<file path="src/fpi_cfg.svh">
// Constants for the flash pin-interface host controller
// Assumes inclusion by the controller module, the memory model and the bench
`ifndef FPI_CFG_SVH
`define FPI_CFG_SVH
// Register word offsets (byte addresses)
`define FPI_OFF_CTRL    12'h000
`define FPI_OFF_ADDR    12'h004
`define FPI_OFF_WDATA   12'h008
`define FPI_OFF_RDATA   12'h00C
`define FPI_OFF_STAT    12'h010
`define FPI_OFF_CS      12'h014
// Control register fields
`define FPI_CTL_GO      0
`define FPI_CTL_WR      1
`define FPI_CTL_RST     2
`define FPI_CTL_WIDE    3
`define FPI_CTL_PEN     4
// Status register fields
`define FPI_ST_BUSY     0
`define FPI_ST_STSLO    1
`define FPI_ST_RSTBSY   2
// Chip-select pattern reset value: third high, others low
`define FPI_CS_RST      3'h4
// Timing in ns and derived cycle counts at 5 ns
`define FPI_CLK_NS      5
`define FPI_T_SETUP_NS  20
`define FPI_T_STROBE_NS 70
`define FPI_T_HOLD_NS   20
`define FPI_T_RSTLO_NS  10000
`define FPI_T_RECOV_NS  30000
`define FPI_CYC(t) (((t) + `FPI_CLK_NS - 1) / `FPI_CLK_NS)
`define FPI_CNT_W       16
`endif

</file>
<file path="src/fpi_pkg.sv">
// Types shared by the flash pin-interface host controller
// Assumes fpi_cfg.svh defines the constants
package fpi_pkg;
  // Pins the host drives toward the memory
  typedef struct packed {
    logic [21:0] addr;
    logic [2:0]  cs;
    logic        oe_n;
    logic        we_n;
    logic        reset_powerdown_n;
    logic        wide;
    logic        program_erase_enable;
  } fpi_pins_t;
  // Bus cycle sequencer states
  typedef enum logic [2:0] {
    FPI_RST_LO, FPI_RST_REC, FPI_IDLE, FPI_SETUP, FPI_STROBE, FPI_HOLD
  } fpi_state_t;
endpackage : fpi_pkg

</file>
<file path="src/fpi_host.sv">
// Host controller driving a parallel NOR flash through its pins
// Assumes an APB master, one 200 MHz clock, memory pins synchronous
//
// Functional notes
// - Host keeps device enabled while addressing
// - Host holds reset low minimum time
// - Tie memory reset to system reset
// - Host drives program enable from its control register bit, idle included
`timescale 1ns/1ps
`include "fpi_cfg.svh"
module fpi_host
  import fpi_pkg::*;
(
  input  wire logic        clk,
  input  wire logic        rst,
  input  wire logic        ce,
  input  wire logic        psel,
  input  wire logic        penable,
  input  wire logic        pwrite,
  input  wire logic [11:0] paddr,
  input  wire logic [31:0] pwdata,
  output logic      [31:0] prdata,
  output logic             pready,
  output logic             pslverr,
  output fpi_pins_t        pins,
  input  wire logic [15:0] data_bus_lines_in,
  output logic      [15:0] data_bus_lines_out,
  output logic      [15:0] data_bus_lines_oe_n,
  input  wire logic        controller_status_pin
);

  localparam logic [`FPI_CNT_W-1:0] SETUP_CYC =
    `FPI_CNT_W'(`FPI_CYC(`FPI_T_SETUP_NS));
  localparam logic [`FPI_CNT_W-1:0] STROBE_CYC =
    `FPI_CNT_W'(`FPI_CYC(`FPI_T_STROBE_NS));
  localparam logic [`FPI_CNT_W-1:0] HOLD_CYC =
    `FPI_CNT_W'(`FPI_CYC(`FPI_T_HOLD_NS));
  localparam logic [`FPI_CNT_W-1:0] RSTLO_CYC =
    `FPI_CNT_W'(`FPI_CYC(`FPI_T_RSTLO_NS));
  localparam logic [`FPI_CNT_W-1:0] RECOV_CYC =
    `FPI_CNT_W'(`FPI_CYC(`FPI_T_RECOV_NS));

  fpi_state_t              st_q, st_d;
  logic [`FPI_CNT_W-1:0]   cnt_q, cnt_d;
  logic [21:0]             addr_q, addr_d;
  logic [15:0]             wdat_q, wdat_d;
  logic [15:0]             rdat_q, rdat_d;
  logic                    wr_q, wr_d;
  logic                    wide_q, wide_d;
  logic                    pen_q, pen_d;
  logic [2:0]              cs_q, cs_d;
  logic                    rstreq_d;
  logic                    busy_st;
  logic                    acc;
  logic                    go;
  logic [15:0]             lane_mask;

  assign acc = psel & penable;
  assign pready = 1'b1;
  assign busy_st = (st_q != FPI_IDLE);
  assign go = ce & acc & pwrite & (paddr == `FPI_OFF_CTRL)
              & pwdata[`FPI_CTL_GO] & ~busy_st;
  // Upper byte lanes stay released in byte mode
  assign lane_mask = wide_q ? 16'hFFFF : 16'h00FF;

  // Register reads and address decode
  always_comb begin
    prdata  = 32'h0;
    pslverr = 1'b0;
    unique case (paddr)
      `FPI_OFF_CTRL:  prdata = {27'h0, pen_q, wide_q, 1'b0, wr_q, 1'b0};
      `FPI_OFF_ADDR:  prdata = {10'h0, addr_q};
      `FPI_OFF_WDATA: prdata = {16'h0, wdat_q};
      `FPI_OFF_RDATA: prdata = {16'h0, rdat_q};
      `FPI_OFF_STAT:  prdata = {29'h0, (st_q == FPI_RST_LO) |
                                (st_q == FPI_RST_REC),
                                ~controller_status_pin, busy_st};
      `FPI_OFF_CS:    prdata = {29'h0, cs_q};
      default:        pslverr = acc;
    endcase
  end

  // Next state of sequencer and software registers
  always_comb begin
    st_d     = st_q;
    cnt_d    = cnt_q;
    addr_d   = addr_q;
    wdat_d   = wdat_q;
    rdat_d   = rdat_q;
    wr_d     = wr_q;
    wide_d   = wide_q;
    pen_d    = pen_q;
    cs_d     = cs_q;
    rstreq_d = 1'b0;
    if (ce & acc & pwrite & ~busy_st) begin
      unique case (paddr)
        `FPI_OFF_ADDR:  addr_d = pwdata[21:0];
        `FPI_OFF_WDATA: wdat_d = pwdata[15:0];
        `FPI_OFF_CS:    cs_d   = pwdata[2:0];
        `FPI_OFF_CTRL: begin
          wr_d     = pwdata[`FPI_CTL_WR];
          wide_d   = pwdata[`FPI_CTL_WIDE];
          pen_d    = pwdata[`FPI_CTL_PEN];
          rstreq_d = pwdata[`FPI_CTL_RST];
        end
        default: ;
      endcase
    end
    unique case (st_q)
      // Hold reset low the least pulse time
      FPI_RST_LO: begin
        if (cnt_q == RSTLO_CYC) begin
          st_d  = FPI_RST_REC;
          cnt_d = '0;
        end else begin
          cnt_d = cnt_q + 1'b1;
        end
      end
      // No bus cycle until recovery has passed
      FPI_RST_REC: begin
        if (cnt_q == RECOV_CYC) begin
          st_d  = FPI_IDLE;
          cnt_d = '0;
        end else begin
          cnt_d = cnt_q + 1'b1;
        end
      end
      FPI_IDLE: begin
        if (rstreq_d) begin
          st_d  = FPI_RST_LO;
          cnt_d = '0;
        end else if (go) begin
          st_d  = FPI_SETUP;
          cnt_d = '0;
        end
      end
      // Address stable with device enabled before strobe
      FPI_SETUP: begin
        if (cnt_q == SETUP_CYC - 1'b1) begin
          st_d  = FPI_STROBE;
          cnt_d = '0;
        end else begin
          cnt_d = cnt_q + 1'b1;
        end
      end
      FPI_STROBE: begin
        if (cnt_q == STROBE_CYC - 1'b1) begin
          st_d  = FPI_HOLD;
          cnt_d = '0;
          if (!wr_q) begin
            rdat_d = data_bus_lines_in & lane_mask;
          end
        end else begin
          cnt_d = cnt_q + 1'b1;
        end
      end
      // Write strobe rises here; address and data held on
      FPI_HOLD: begin
        if (cnt_q == HOLD_CYC - 1'b1) begin
          st_d  = FPI_IDLE;
          cnt_d = '0;
        end else begin
          cnt_d = cnt_q + 1'b1;
        end
      end
      default: begin
        st_d  = FPI_IDLE;
        cnt_d = '0;
      end
    endcase
  end

  // State registers; reset starts a memory reset pulse
  always_ff @(posedge clk) begin
    if (rst) begin
      st_q   <= FPI_RST_LO;
      cnt_q  <= '0;
      addr_q <= '0;
      wdat_q <= '0;
      rdat_q <= '0;
      wr_q   <= 1'b0;
      wide_q <= 1'b1;
      pen_q  <= 1'b0;
      cs_q   <= `FPI_CS_RST;
    end else if (ce) begin
      st_q   <= st_d;
      cnt_q  <= cnt_d;
      addr_q <= addr_d;
      wdat_q <= wdat_d;
      rdat_q <= rdat_d;
      wr_q   <= wr_d;
      wide_q <= wide_d;
      pen_q  <= pen_d;
      cs_q   <= cs_d;
    end
  end

  // Pin outputs from registered state
  always_comb begin
    pins.addr = addr_q;
    // Enabled through setup, strobe and hold, so the write strobe
    // alone latches and no select edge races it
    pins.cs = (st_q == FPI_SETUP || st_q == FPI_STROBE ||
               st_q == FPI_HOLD) ? cs_q : 3'h7;
    pins.oe_n = ~((st_q == FPI_SETUP || st_q == FPI_STROBE) & ~wr_q);
    pins.we_n = ~((st_q == FPI_STROBE) & wr_q);
    pins.reset_powerdown_n = (st_q != FPI_RST_LO);
    pins.wide = wide_q;
    pins.program_erase_enable = pen_q;
  end

  // Data bus driven only during writes, only in active lanes
  always_comb begin
    data_bus_lines_out = wdat_q & lane_mask;
    data_bus_lines_oe_n = ((st_q != FPI_IDLE) && (st_q != FPI_RST_LO)
                           && (st_q != FPI_RST_REC) && wr_q)
                          ? ~lane_mask : 16'hFFFF;
  end

  // Bus write strobe and read enable never overlap
  property p_no_contention;
    @(posedge clk) disable iff (rst) !(~pins.oe_n && ~pins.we_n);
  endproperty
  a_no_contention: assert property (p_no_contention)
    else $error("output and write enable both low");

  // Data driven never while memory outputs enabled
  property p_no_drive_on_read;
    @(posedge clk) disable iff (rst)
      ~pins.oe_n |-> (data_bus_lines_oe_n == 16'hFFFF);
  endproperty
  a_no_drive_on_read: assert property (p_no_drive_on_read)
    else $error("host drives data during read");

  // Upper lanes released in byte mode
  property p_upper_float;
    @(posedge clk) disable iff (rst)
      !wide_q |-> (data_bus_lines_oe_n[15:8] == 8'hFF);
  endproperty
  a_upper_float: assert property (p_upper_float)
    else $error("upper lanes driven in byte mode");

  // Reset pin low for at least eight cycles after it falls
  property p_rst_pulse;
    @(posedge clk) disable iff (rst || !ce)
      $fell(pins.reset_powerdown_n) |-> !pins.reset_powerdown_n [*8];
  endproperty
  a_rst_pulse: assert property (p_rst_pulse)
    else $error("reset pulse too short");

  // No enabled cycle while reset or recovering
  property p_recovery;
    @(posedge clk) disable iff (rst)
      (st_q == FPI_RST_LO || st_q == FPI_RST_REC) |-> pins.cs == 3'h7;
  endproperty
  a_recovery: assert property (p_recovery)
    else $error("memory selected during reset recovery");

  // Address steady and select held where the write strobe rises
  property p_addr_hold;
    @(posedge clk) disable iff (rst || !ce)
      $rose(pins.we_n) |-> $stable(pins.addr) && pins.cs == cs_q;
  endproperty
  a_addr_hold: assert property (p_addr_hold)
    else $error("address or select moved at strobe end");

  // Data lanes keep driving when write strobe rises
  property p_data_hold;
    @(posedge clk) disable iff (rst || !ce)
      $rose(pins.we_n) |-> data_bus_lines_oe_n == ~lane_mask;
  endproperty
  a_data_hold: assert property (p_data_hold)
    else $error("data released at strobe end");

  // Program enable steady across the strobe of every cycle
  property p_pen_steady;
    @(posedge clk) disable iff (rst)
      (st_q == FPI_STROBE) |=> $stable(pins.program_erase_enable);
  endproperty
  a_pen_steady: assert property (p_pen_steady)
    else $error("program enable changed mid cycle");

endmodule : fpi_host

</file>
<file path="config.mk">
export PLATFORM = sky130hd
export DESIGN_NAME = fpi_host
export DESIGN_NICKNAME = d
export VERILOG_FILES = /design/src/fpi_pkg.sv /design/src/fpi_host.sv
export VERILOG_INCLUDE_DIRS = /design/src
export SDC_FILE = /design/constraint.sdc
export NUM_CORES = 1
export LEC_CHECK = 0
export ABC_AREA = 1
export BUFFER_PORTS_ARGS = -buffer_cell sky130_fd_sc_hd__buf_4
export CORE_UTILIZATION = 46
export CTS_CLUSTER_DIAMETER = 80
export DETAILED_ROUTE_END_ITERATION = 8
export PLACE_DENSITY = 0.81
export SLEW_MARGIN = 10
export SYNTH_ARGS = -nofsm -noshare
export SYNTH_HDL_FRONTEND = slang
export SYNTH_SLANG_ARGS = --single-unit
</file>
<file path="constraint.sdc">
create_clock -name clk -period 1.8 [get_ports clk]
set_input_delay 0.36 -clock clk [delete_from_list [all_inputs] [get_ports clk]]
set_output_delay 0.36 -clock clk [all_outputs]
set_load 0.02 [all_outputs]
</file>
# --- After elaboration in Yosys (flattened, before gate mapping) ---
# Index checks and enable logic that the tools add are counted.
totals:
  ff_bits: 79
  input_bits: 67
  output_inout_bits: 96
  word_cells: 89
op_classes:
  n_addsub: 1
  n_eq_ne: 22
  n_mux: 22
  bitwise: 18
  n_reduce_logical: 17
op_table:
  columns: ["operator", "count"]
  rows:
  - ["one-hot mux 22 bit (6 select lines)", 1]
  - ["2-to-1 mux 16 bit", 8]
  - ["one-hot mux 16 bit (5 select lines)", 1]
  - ["AND 16 bit", 2]
  - ["equality test 12 x 4 -> 1 bit (second input constant)", 2]
  - ["equality test 12 x 5 -> 1 bit (second input constant)", 2]
  - ["2-to-1 mux 3 bit", 8]
  - ["one-hot mux 3 bit (6 select lines)", 1]
  - ["adder 16 x 1 -> 16 bit (second input constant)", 1]
  - ["equality test 16 x 11 -> 1 bit (second input constant)", 1]
  - ["equality test 16 x 13 -> 1 bit (second input constant)", 1]
  - ["equality test 16 x 2 -> 1 bit (second input constant)", 1]
  - ["equality test 16 x 4 -> 1 bit (second input constant)", 1]
  - ["NOT 16 bit", 1]
  - ["equality test 12 x 3 -> 1 bit (second input constant)", 1]
  - ["logical NOT 12 bit", 1]
  - ["AND reduction 3 bit", 4]
  - ["AND 1 bit", 9]
  - ["AND reduction 7 bit", 1]
  - ["equality test 3 x 2 -> 1 bit (second input constant)", 2]
  - ["equality test 3 bit (second input constant)", 2]
  - ["!= test 2 bit (second input constant)", 3]
  - ["OR reduction 6 bit", 1]
  - ["NOT 1 bit", 5]
  - ["other kinds (14)", 20]

# --- Logic depth before layout (Yosys ltp) ---
# Gate-level depths: netlist of the first run.
depth:
  ltp_word: 9
  mapped_depth: 13
  mapped_depth_nobuf: 12

# --- Least setup slack after synthesis of the first run ---
# Ideal clock, no wire load.
synth_timing:
  path_type: "input to output"
  startpoint: "in paddr[11]"
  endpoint: "out prdata[0]"
  t_arrival_ns: 1.602
  required_ns: 1.440
  slack_ns: -0.162
  path_stages: 6
  path_buffers: 1
  path_cell_list: "nor2_1 nand2_1 nor3_1 nand3_1 clkbuf_1 o211ai_1"
synth_via:
  elab_chain_cells: 2
  word_cells_on_any_way: 7
  classes_between: "eq/ne (5); mux (1); reduce/logical (1)"
synth_lines:
  columns: ["item", "line", "source"]
  rows:
  - ["start: declaration", "fpi_host.sv:20", "input wire logic [11:0] paddr,"]
  - ["equality test 12 x 5 -> 1 bit (tied with other cells)", "fpi_host.sv:70", "unique case (paddr)"]
  - ["one-hot mux 22 bit (6 select lines) (*)", "fpi_host.sv:70", null]
  - ["end: declaration", "fpi_host.sv:22", "output logic [31:0] prdata,"]
# Every way passes the cells marked *; elsewhere a longest branch is shown, timed or not.

# --- Worst setup path in the final report of the first run ---
layout_timing:
  startpoint: "in paddr[6]"
  endpoint: "out prdata[2]"
# Same word-level chain as after synthesis.

==> flow_metrics.py, run 1 <==
metrics = {
    "run_status": {
        "status": "complete, but fails checks",
        "violations": "setup timing",
    },
    "sta": {
        "hold_viol_final": 0,
        "worst_clock_skew_ps": 19.2,
        "rsz0062_at_grt": "yes",
        "layout_setup_ws_ps": -175,
        "fin_crit_sh": 1.10,
        "fmax_ghz": 0.506,
        "final.min_clock_period_ps": 1980,
        "final-max-slew-violation-count": 0,
        "finalSetupViolCount": 18,
    },
    "routing": {
        "totalWireLength_mm": 15.2,
        "drt_iter0_drc": 397,
        "ant_nets": 0,
        "vias": 5340,
        "viasPerCell": 5.25,
        "route.detailed.drc": 0,
        "drtPass1Iterations": 5,
        "wl_per_cell_um": 15.0,
    },
    "worst_setup_path": {
        "cp.arrival_ps": 1620,
        "r2r_slack_ps": 150,
        "path_cells": "buf_6 > nor2_4 > nand2_4 > nor3_4 > nand2_2 > nor2_4 > buf_12 > nand2_1 > o211ai_1 > buf_4",
        "worstRegToRegCells": 9,
        "endpoint_kind": "output port",
        "slowest_delay_ps": 210,
        "slowest_stage": "nor3_4",
        "r2r-end": "cnt_q[4]$_SDFFE_PP0P_",
        "crit_fanout": 16,
        "critPathKind": "input port to output port",
        "reg2reg_from": "cnt_q[0]$_SDFFE_PP0P_",
        "crit_path_frequent_cell": "nor2_4",
        "cp_data_required_time_ps": 1440,
        "crit_path_start_kind": "input port",
    },
    "cells_and_area": {
        "antennaDiodeCount": 0,
        "fin_area_um2": 6730,
        "layout-drive-gt1-share": 0.338,
        "area_delta_synth_final_pct": 38.0,
        "fin_nets": 946,
        "fin_cells": 1017,
        "nFillCells": 869,
    },
    "synth": {
        "seq_area_frac_synth": 0.324,
        "synthArstFlopShare": 0,
        "synth_top_family_by_area": "simple AND/OR/NAND/NOR gates",
        "synth_area_um2": 4880,
        "synth_edf_count": 0,
        "yosysMostFrequentCell": "nand2_1",
        "syn_inst": 731,
        "ys_types": 36,
        "synth.area.mux_share": 0,
        "yosysTopAreaCell": "dfxtp_1",
        "ys_seq_elements": 79,
        "synth_compound_area_frac": 0.169,
        "synth_adder_area_share": 0.00770,
        "yosysWarnings": 0,
        "synth.avg_cell_area_um2": 6.67,
        "yosys.area_share.simple": 0.321,
        "synth.area.top_cells": "dfxtp_1, nand2_1, inv_1",
        "synthXorXnorAreaFrac": 0.00898,
        "synth-main-ff-cell": "dfxtp_1",
        "synth_common_cells": "nand2_1, inv_1, nor2_1",
        "yosysTopAreaCellShare": 0.324,
    },
    "floorplan": {
        "die_w_um": 105,
        "die_area_um2": 11000,
        "rows": 37,
        "io_pins": 163,
        "die_h_um": 105,
        "coreArea_um2": 10300,
        "initial_core_util": 0.472,
    },
    "clock_network": {
        "cts.sinks": 79,
        "ctsLongestPathBuffers": 2,
        "numCtsBuffers": 9,
        "clk_pin_slew_ps": 110,
        "ctsRootBufferMaster": "clkbuf_8",
        "cts_htree_levels": 3,
        "cts_hold_buf": 0,
        "insertion_delay_ps": 370,
        "cts_tree": "yes",
    },
    "placed_design": {
        "gp_congestion": 0.917,
        "post-place-cells": 985,
        "post_dp_cell_area_um2": 6060,
        "dp_hpwl_mm": 10.3,
        "port_buffers": 141,
    },
    "grt": {
        "grt_use_total": 0.264,
        "globalRoute.totalOverflow": 0,
        "grt_pass1_vias": 4976,
        "grt_max_degree": 33,
        "antenna_found_initial": 0,
        "grt_pass1_wl_mm": 23.5,
    },
    "worst_hold_path": {
        "min_path_type": "input port to flip-flop",
        "min_path_cells": 3,
        "hold_path_end": "addr_q[6]$_SDFFE_PP0P_",
        "hold_start": "pwdata[6]",
    },
    "run": {
        "maxCapViolCount": 0,
    },
    "pwr": {
        "p_total_uw": 4490,
        "p_leak_uw": 0.00291,
        "ir_drop_mv": 0.378,
        "powerDensity_nw_per_um2": 667,
    },
}
[worst max path at each step]
stage / start / endpoint / slack, ps / cells past startpoint
3_3_place_gp: paddr[9] / prdata[2] / -200 / 10
6_report: paddr[6] / prdata[2] / -180 / 10
2_1_floorplan: paddr[9] / prdata[0] / -40 / 6
4_1_cts: paddr[11] / prdata[2] / -160 / 10
3_5_place_dp: paddr[9] / prdata[4] / -250 / 10
5_1_grt: paddr[5] / prdata[15] / -230 / 10
[power breakdown]
group / leakage, uW / total, uW / internal, uW / switching [uW]
logic: 0.00217 / 1290 / 535 / 755
clock network: 0.0000946 / 1350 / 546 / 800
registers: 0.000643 / 1850 / 1800 / 51.6
total: 0.00291 / 4490 / 2880 / 1610
[sequential cells by signal, indices dropped and copies added, names as in the netlist]
register / flops
addr_q: 22
cnt_q: 16
rdat_q: 16
wdat_q: 16
cs_q: 3
st_q: 3
pen_q: 1
wide_q: 1
wr_q: 1
[critical path: cells and delay by family]
kind / cells / cell delay, ps
buf+inv: 3 / 430
compound gates: 1 / 120
simple gates: 6 / 690
[repair_timing]
action	CTS	global route
endpoints found under the setup margin	43	66
buffers inserted	6	7
cloned	2	1
pin swaps	5	10
resized for setup	43	44
[placed cells by master (no fill, tap or decap), types with 3 or more instances in the layout]
master / n
nor2_2: 6
nand2_4: 6
nor2_1: 72
nand2_2: 11
buf_12: 6
clkbuf_8: 9
a211oi_1: 5
a211oi_2: 3
nor2_4: 22
dfxtp_2: 8
nand2_1: 118
buf_4: 164
inv_1: 83
a21oi_1: 51
xor2_1: 3
buf_6: 21
o21ai_0: 61
inv_2: 7
nand4_1: 7
o211ai_1: 19
inv_8: 3
nor3_1: 22
inv_4: 4
nand3_2: 4
dfxtp_1: 69
conb_1: 11
nand3_1: 53
[through the flow]
stage | hold WS [ps] | setup slack, ps | setup TNS [ps] | utilization
finish | 217 | -175 | -2360 | 0.652
global route | 212 | -231 | -3750 | 0.652
CTS | 215 | -164 | -2180 | 0.631
detailed placement | 447 | -246 | -5550 | 0.587
global placement | 439 | -201 | -3630 | 0.587
floorplan | 430 | -37.1 | -255 | -
[layer usage]
layer | track usage | wire (um)
met1 | 0.317 | 6150
met2 | 0.460 | 7580
met3 | 0.0586 | 1160
met4 | 0.0946 | 340
met5 | 0 | 0
[logic make-up after synthesis]
| logic type | after synthesis |
|---|---|
| xor gates and xnor gates | 5 |
| other | 2 |
| adders and majority gates | 3 |
| buffers and inverters | 164 |
| AOI/OAI and AO/OA | 146 |
| and+or+nand+nor | 332 |
| DFF | 79 |
[cell type report]
| type | instances | area (um^2) | area share |
|---|---|---|---|
| repair buffers | 194 | 1660 | 0.247 |
| clock buffers | 9 | 124 | 0.0184 |
| flip-flops and latches | 79 | 1600 | 0.238 |
| clock inverters | 7 | 73.8 | 0.0110 |
| well taps | 136 | 170 | 0.0253 |
| multi-input cells | 498 | 2740 | 0.407 |
| inverters | 94 | 363 | 0.0539 |
(Power assumes the default switching activity.)
==> run 2, diff against run 1 <==
--- a/config.mk
+++ b/config.mk
@@ -12,6 +12,7 @@
 export CTS_CLUSTER_DIAMETER = 80
 export DETAILED_ROUTE_END_ITERATION = 8
 export PLACE_DENSITY = 0.81
+export REMOVE_ABC_BUFFERS = 1
 export SLEW_MARGIN = 10
 export SYNTH_ARGS = -nofsm -noshare
 export SYNTH_HDL_FRONTEND = slang
==> run 2 against run 1 <==
Effect of this change:
- the flow still finishes with violations (setup timing)
- final cell count rose by 3.0%
- clock-buffer cell count rose by 1
- sequential share of layout area fell by 1.8 points
- critical endpoint is now prdata[0]
- worst setup slack got worse by 31 ps
- worst hold slack got worse by 16 ps
- critical path depth rose by 1
- first-iteration DRC count fell by 15%
- fmax fell by 1.5%
- flip-flop and latch count did not move
- register-to-register slack got worse by 150 ps
==> flow_metrics.py, run 2 (synthesis results as in run 1) <==
metrics = {
    "run_status": {
        "status": "complete, but fails checks",
        "violations": "setup timing",
    },
    "sta": {
        "final.min_clock_period_ps": 2010,
        "tns_ps": -6490,
        "finalSetupViolCount": 48,
        "worst_clock_skew_ps": 24.6,
        "hold_viol_final": 0,
        "layout_setup_ws_ps": -206,
        "fin_crit_sh": 1.11,
        "final-max-slew-violation-count": 0,
        "fmax_ghz": 0.498,
        "rsz0062_at_grt": "yes",
    },
    "clock_network": {
        "ctsLongestPathBuffers": 2,
        "cts_hold_buf": 0,
        "cts_htree_levels": 3,
        "clk_pin_slew_ps": 90,
        "ctsRootBufferMaster": "clkbuf_8",
        "numCtsBuffers": 9,
        "cts.sinks": 79,
        "cts_tree": "yes",
        "insertion_delay_ps": 380,
    },
    "cells_and_area": {
        "max_flop_register": "addr_q",
        "area_delta_synth_final_pct": 49.1,
        "final_cell_mix": "buf_4, nand2_1, inv_1, dfxtp_1, nor2_1",
        "final_common_cell": "buf_4",
        "layout-drive-gt1-share": 0.414,
        "fin_nets": 977,
        "nFillCells": 716,
        "antennaDiodeCount": 0,
        "largest_register_ff_count": 22,
        "final_util": 0.704,
    },
    "worst_setup_path": {
        "cp.arrival_ps": 1650,
        "crit_fanout": 7,
        "r2r_slack_ps": 0,
        "r2r-end": "addr_q[3]$_SDFFE_PP0P_",
        "cp_data_required_time_ps": 1440,
        "endpoint_kind": "output port",
        "critPathKind": "input port to output port",
        "reg2reg_from": "st_q[2]$_SDFFE_PP0P_",
        "crit_path_start_kind": "input port",
        "worstRegToRegCells": 9,
    },
    "pwr": {
        "p_int_uw": 3070,
        "pwr-share-comb": 0.294,
        "swShare": 0.347,
        "ir_drop_mv": 0.401,
        "p_leak_uw": 0.00307,
        "p_sw_uw": 1630,
        "p_clk_frac": 0.312,
        "powerDensity_nw_per_um2": 646,
        "p_total_uw": 4700,
        "pwr-share-seq": 0.393,
    },
    "grt": {
        "grt_pass1_vias": 5233,
        "globalRoute.totalOverflow": 0,
        "grt_use_total": 0.273,
        "grt_pass1_wl_mm": 24.2,
        "antenna_found_initial": 0,
        "grt_max_degree": 37,
    },
    "floorplan": {
        "io_pins": 163,
        "die_w_um": 105,
        "rows": 37,
        "die_h_um": 105,
        "die_area_um2": 11000,
        "coreArea_um2": 10300,
        "initial_core_util": 0.472,
    },
    "routing": {
        "routed.top_layer": "met4",
        "totalWireLength_mm": 18.1,
        "wl_per_cell_um": 17.2,
        "vias": 5798,
        "viasPerCell": 5.53,
        "route.detailed.drc": 0,
        "route.met3.wl_mm": 1.45,
        "wirelength_met1_mm": 6.75,
        "drt_iter0_drc": 338,
        "drtPass1Iterations": 5,
        "route.met2.wl_mm": 8.98,
        "ant_nets": 0,
    },
    "worst_hold_path": {
        "min_path_cells": 3,
        "min_path_type": "input port to flip-flop",
        "hold_start": "pwdata[21]",
        "hold_path_end": "addr_q[21]$_SDFFE_PP0P_",
    },
    "placed_design": {
        "port_buffers": 141,
        "gp_congestion": 0.893,
        "dp_hpwl_mm": 10.4,
    },
    "run": {
        "maxCapViolCount": 0,
    },
}
==> run 2: power by group through the flow <==
stage | combinational [uW] | sequential (uW) | clock (uW)
after floorplan | 614 | 1870 | 0
after global placement | 1090 | 1870 | 0
after detailed placement | 1100 | 1870 | 0
after CTS | 1180 | 1830 | 1430
after global routing | 1480 | 1850 | 1520
final | 1380 | 1850 | 1470
==> run 2: metrics by stage <==
step	cell area, um^2	hold WS [ps]	setup WS [ps]	instances
global placement	6170	440	-192	1000
floorplan	4450	429	-584	670
CTS	6670	231	-164	1027
global route	7270	224	-268	1048
finish	7270	201	-206	1048
detailed placement	6170	446	-239	1000
==> run 2: final cells by class <==
class	count	area, um^2	area share
Multi-Input combinational cell	497	2940	0.404
Timing Repair Buffer	226	2010	0.276
Sequential cell	79	1590	0.219
Inverter	94	355	0.0489
Tap cell	136	170	0.0234
Clock buffer	10	138	0.0189
Clock inverter	6	72.6	0.00998
==> run 2: what timing repair did <==
item,4_1_cts,5_1_grt
pin swaps,6,58
endpoints found under the setup margin,43,84
buffers inserted,10,18
gates resized for setup,50,130
cloned,1,4
==> run 2: worst max path at each step <==
stage | startpoint | endpoint | slack, ps | cells past startpoint
final | paddr[6] | prdata[0] | -210 | 11
after global routing | paddr[11] | prdata[13] | -270 | 10
after CTS | paddr[11] | prdata[17] | -160 | 11
after detailed placement | paddr[11] | prdata[9] | -240 | 10
after global placement | paddr[11] | prdata[9] | -190 | 10
after floorplan | wide_q$_SDFFE_PP1P_ | data_bus_lines_oe_n[10] | -580 | 1
==> run 2: critical path, cell delays in order <==
cell      delay [ps]
buf_6             90
nor2_4           100
nand2_2           90
buf_6            130
nor2_4           200
buf_12           180
nand3_2           80
o21ai_1           80
a21oi_1           60
o211ai_1         100
buf_4            170
==> run 2: per-layer routing <==
layer	global-route usage	vias up
li1	-	2689
met1	0.305	2700
met2	0.501	328
met3	0.0605	81
met4	0.106	0
met5	0	-
==> run 3, diff against run 2 <==
--- a/config.mk
+++ b/config.mk
@@ -7,12 +7,14 @@
 export NUM_CORES = 1
 export LEC_CHECK = 0
 export ABC_AREA = 1
-export BUFFER_PORTS_ARGS = -buffer_cell sky130_fd_sc_hd__buf_4
-export CORE_UTILIZATION = 46
+export CORE_UTILIZATION = 55
 export CTS_CLUSTER_DIAMETER = 80
 export DETAILED_ROUTE_END_ITERATION = 8
-export PLACE_DENSITY = 0.81
+export DONT_BUFFER_PORTS = 1
+export GPL_TIMING_DRIVEN = 0
+export PLACE_DENSITY = 0.77
 export REMOVE_ABC_BUFFERS = 1
+export SKIP_LAST_GASP = 1
 export SLEW_MARGIN = 10
 export SYNTH_ARGS = -nofsm -noshare
 export SYNTH_HDL_FRONTEND = slang
==> run 3 against run 2 <==
Effect of this change:
- the flow still finishes with violations (setup timing)
- worst hold slack lost 140 ps
- die area down 16%
- clock power is 11% lower
- fmax down 2.4%
==> flow_metrics.py, run 3 (synthesis results as in run 1) <==
metrics = {
    "sta": {
        "worst_slew_pin_slew_ps": 885,
        "hold_viol_final": 0,
        "worst_clock_skew_ps": 22.4,
        "relSlewSlack": 0.409,
        "final-max-slew-violation-count": 0,
        "rsz0062_at_grt": "yes",
        "layout_setup_ws_ps": -255,
        "tns_ps": -3410,
        "final.min_clock_period_ps": 2050,
        "finalSetupViolCount": 36,
        "fin_hold_ws_ps": 60.9,
        "fin_crit_sh": 1.14,
        "fmax_ghz": 0.487,
    },
    "floorplan": {
        "initial_core_util": 0.582,
        "rows": 33,
        "coreArea_um2": 8380,
        "io_pins": 163,
        "die_area_um2": 9250,
        "die_w_um": 96.2,
        "die_h_um": 96.2,
    },
    "run_status": {
        "status": "complete, but fails checks",
        "violations": "setup timing",
    },
    "run": {
        "maxCapViolCount": 0,
    },
    "grt": {
        "globalRoute.totalOverflow": 0,
        "grt_use_total": 0.326,
        "grt_pass1_vias": 4656,
        "antenna_found_initial": 0,
        "grt_max_degree": 61,
        "grt_pass1_wl_mm": 22.8,
    },
    "routing": {
        "drtPass1Iterations": 7,
        "route.detailed.drc": 0,
        "wl_per_cell_um": 18.6,
        "drt_iter0_drc": 387,
        "vias": 5106,
        "ant_nets": 0,
        "viasPerCell": 6.08,
        "totalWireLength_mm": 15.7,
    },
    "clock_network": {
        "insertion_delay_ps": 370,
        "cts.sinks": 79,
        "cts_tree": "yes",
        "cts_htree_levels": 3,
        "clk_pin_slew_ps": 100,
        "numCtsBuffers": 9,
        "cts_hold_buf": 0,
        "ctsRootBufferMaster": "clkbuf_8",
        "ctsLongestPathBuffers": 2,
    },
    "worst_setup_path": {
        "r2r-end": "st_q[1]$_SDFFE_PP0P_",
        "r2r_slack_ps": -80,
        "endpoint_kind": "output port",
        "crit_path_start": "paddr[7]",
        "reg2reg_from": "cnt_q[10]$_SDFFE_PP0P_",
        "cp_data_required_time_ps": 1440,
        "critPathKind": "input port to output port",
        "crit_end": "prdata[14]",
        "crit_fanout": 8,
        "worstRegToRegCells": 11,
        "cp.arrival_ps": 1690,
        "crit_path_start_kind": "input port",
    },
    "cells_and_area": {
        "max_flop_register": "addr_q",
        "antennaDiodeCount": 0,
        "final_util": 0.679,
        "fin_nets": 800,
        "layout-drive-gt1-share": 0.254,
        "area_delta_synth_final_pct": 16.7,
        "largest_register_ff_count": 22,
        "final_cell_mix": "nand2_1, inv_1, nor2_1, o21ai_0, dfxtp_1",
        "final_common_cell": "nand2_1",
        "fin_area_um2": 5690,
        "nFillCells": 686,
    },
    "pwr": {
        "powerDensity_nw_per_um2": 761,
        "p_leak_uw": 0.00216,
        "ir_drop_mv": 0.567,
    },
    "placed_design": {
        "gp_congestion": 0.897,
        "dp_hpwl_mm": 8.68,
        "place_ws_ps": -995,
        "port_buffers": 0,
        "post_dp_cell_area_um2": 4590,
    },
    "worst_hold_path": {
        "min_path_type": "input port to flip-flop",
    },
}
[run 3: routing by layer]
| metal | routed length [um] | GRT usage | vias up |
|---|---|---|---|
| li1 | - | - | 2334 |
| met1 | 5630 | 0.361 | 2341 |
| met3 | 1570 | 0.0853 | 80 |
| met5 | 0 | 0 | - |
| met4 | 785 | 0.154 | 0 |
| met2 | 7680 | 0.577 | 351 |
[run 3: cell type report]
| cell class | instances | area [um^2] | area share |
|---|---|---|---|
| well taps | 105 | 131 | 0.0231 |
| clock buffers | 10 | 138 | 0.0242 |
| clock inverters | 6 | 52.6 | 0.00923 |
| flip-flops and latches | 79 | 1620 | 0.284 |
| repair buffers | 45 | 444 | 0.0781 |
| multi-input cells | 501 | 2940 | 0.516 |
| inverters | 94 | 368 | 0.0646 |
[run 3: power breakdown]
group,leakage [uW],switching [uW],internal [uW]
clock,0.0000914,753,561
sequential,0.000647,69.8,1790
combinational,0.00142,780,374
[run 3: repair_timing]
action                                  in CTS  in global routing
endpoints found under the hold margin        0                  0
cloned                                       4                  1
endpoints found under the setup margin     126                 64
pin swaps                                   24                 32
buffers inserted                            31                 14
resized for setup                           65                 67
[run 3: how the worst min path moves through the flow]
stage,start,to,slack [ps],depth (start not counted)
finish,rst,rdat_q[9]$_SDFFE_PP0P_,60,1
global route,rst,rdat_q[9]$_SDFFE_PP0P_,40,1
CTS,rst,rdat_q[9]$_SDFFE_PP0P_,40,1
detailed placement,rst,cnt_q[11]$_SDFFE_PP0P_,440,1
global placement,rst,cnt_q[4]$_SDFFE_PP0P_,430,1
floorplan,rst,cnt_q[11]$_SDFFE_PP0P_,430,1
[run 3: critical path, stage by stage]
cell and delay [ps]:
nor2_4 120, nand2_2 110, nor3_4 280, nand2_2 120, nor2_4 130, buf_6 120, buf_12 130, nand2_2 40
o211ai_1 280
[run 3: metrics by stage]
stage	total power, uW	cells
global placement	2640	775
CTS	4140	826
finish	4330	840
global route	4510	840
detailed placement	2670	775
floorplan	2480	670
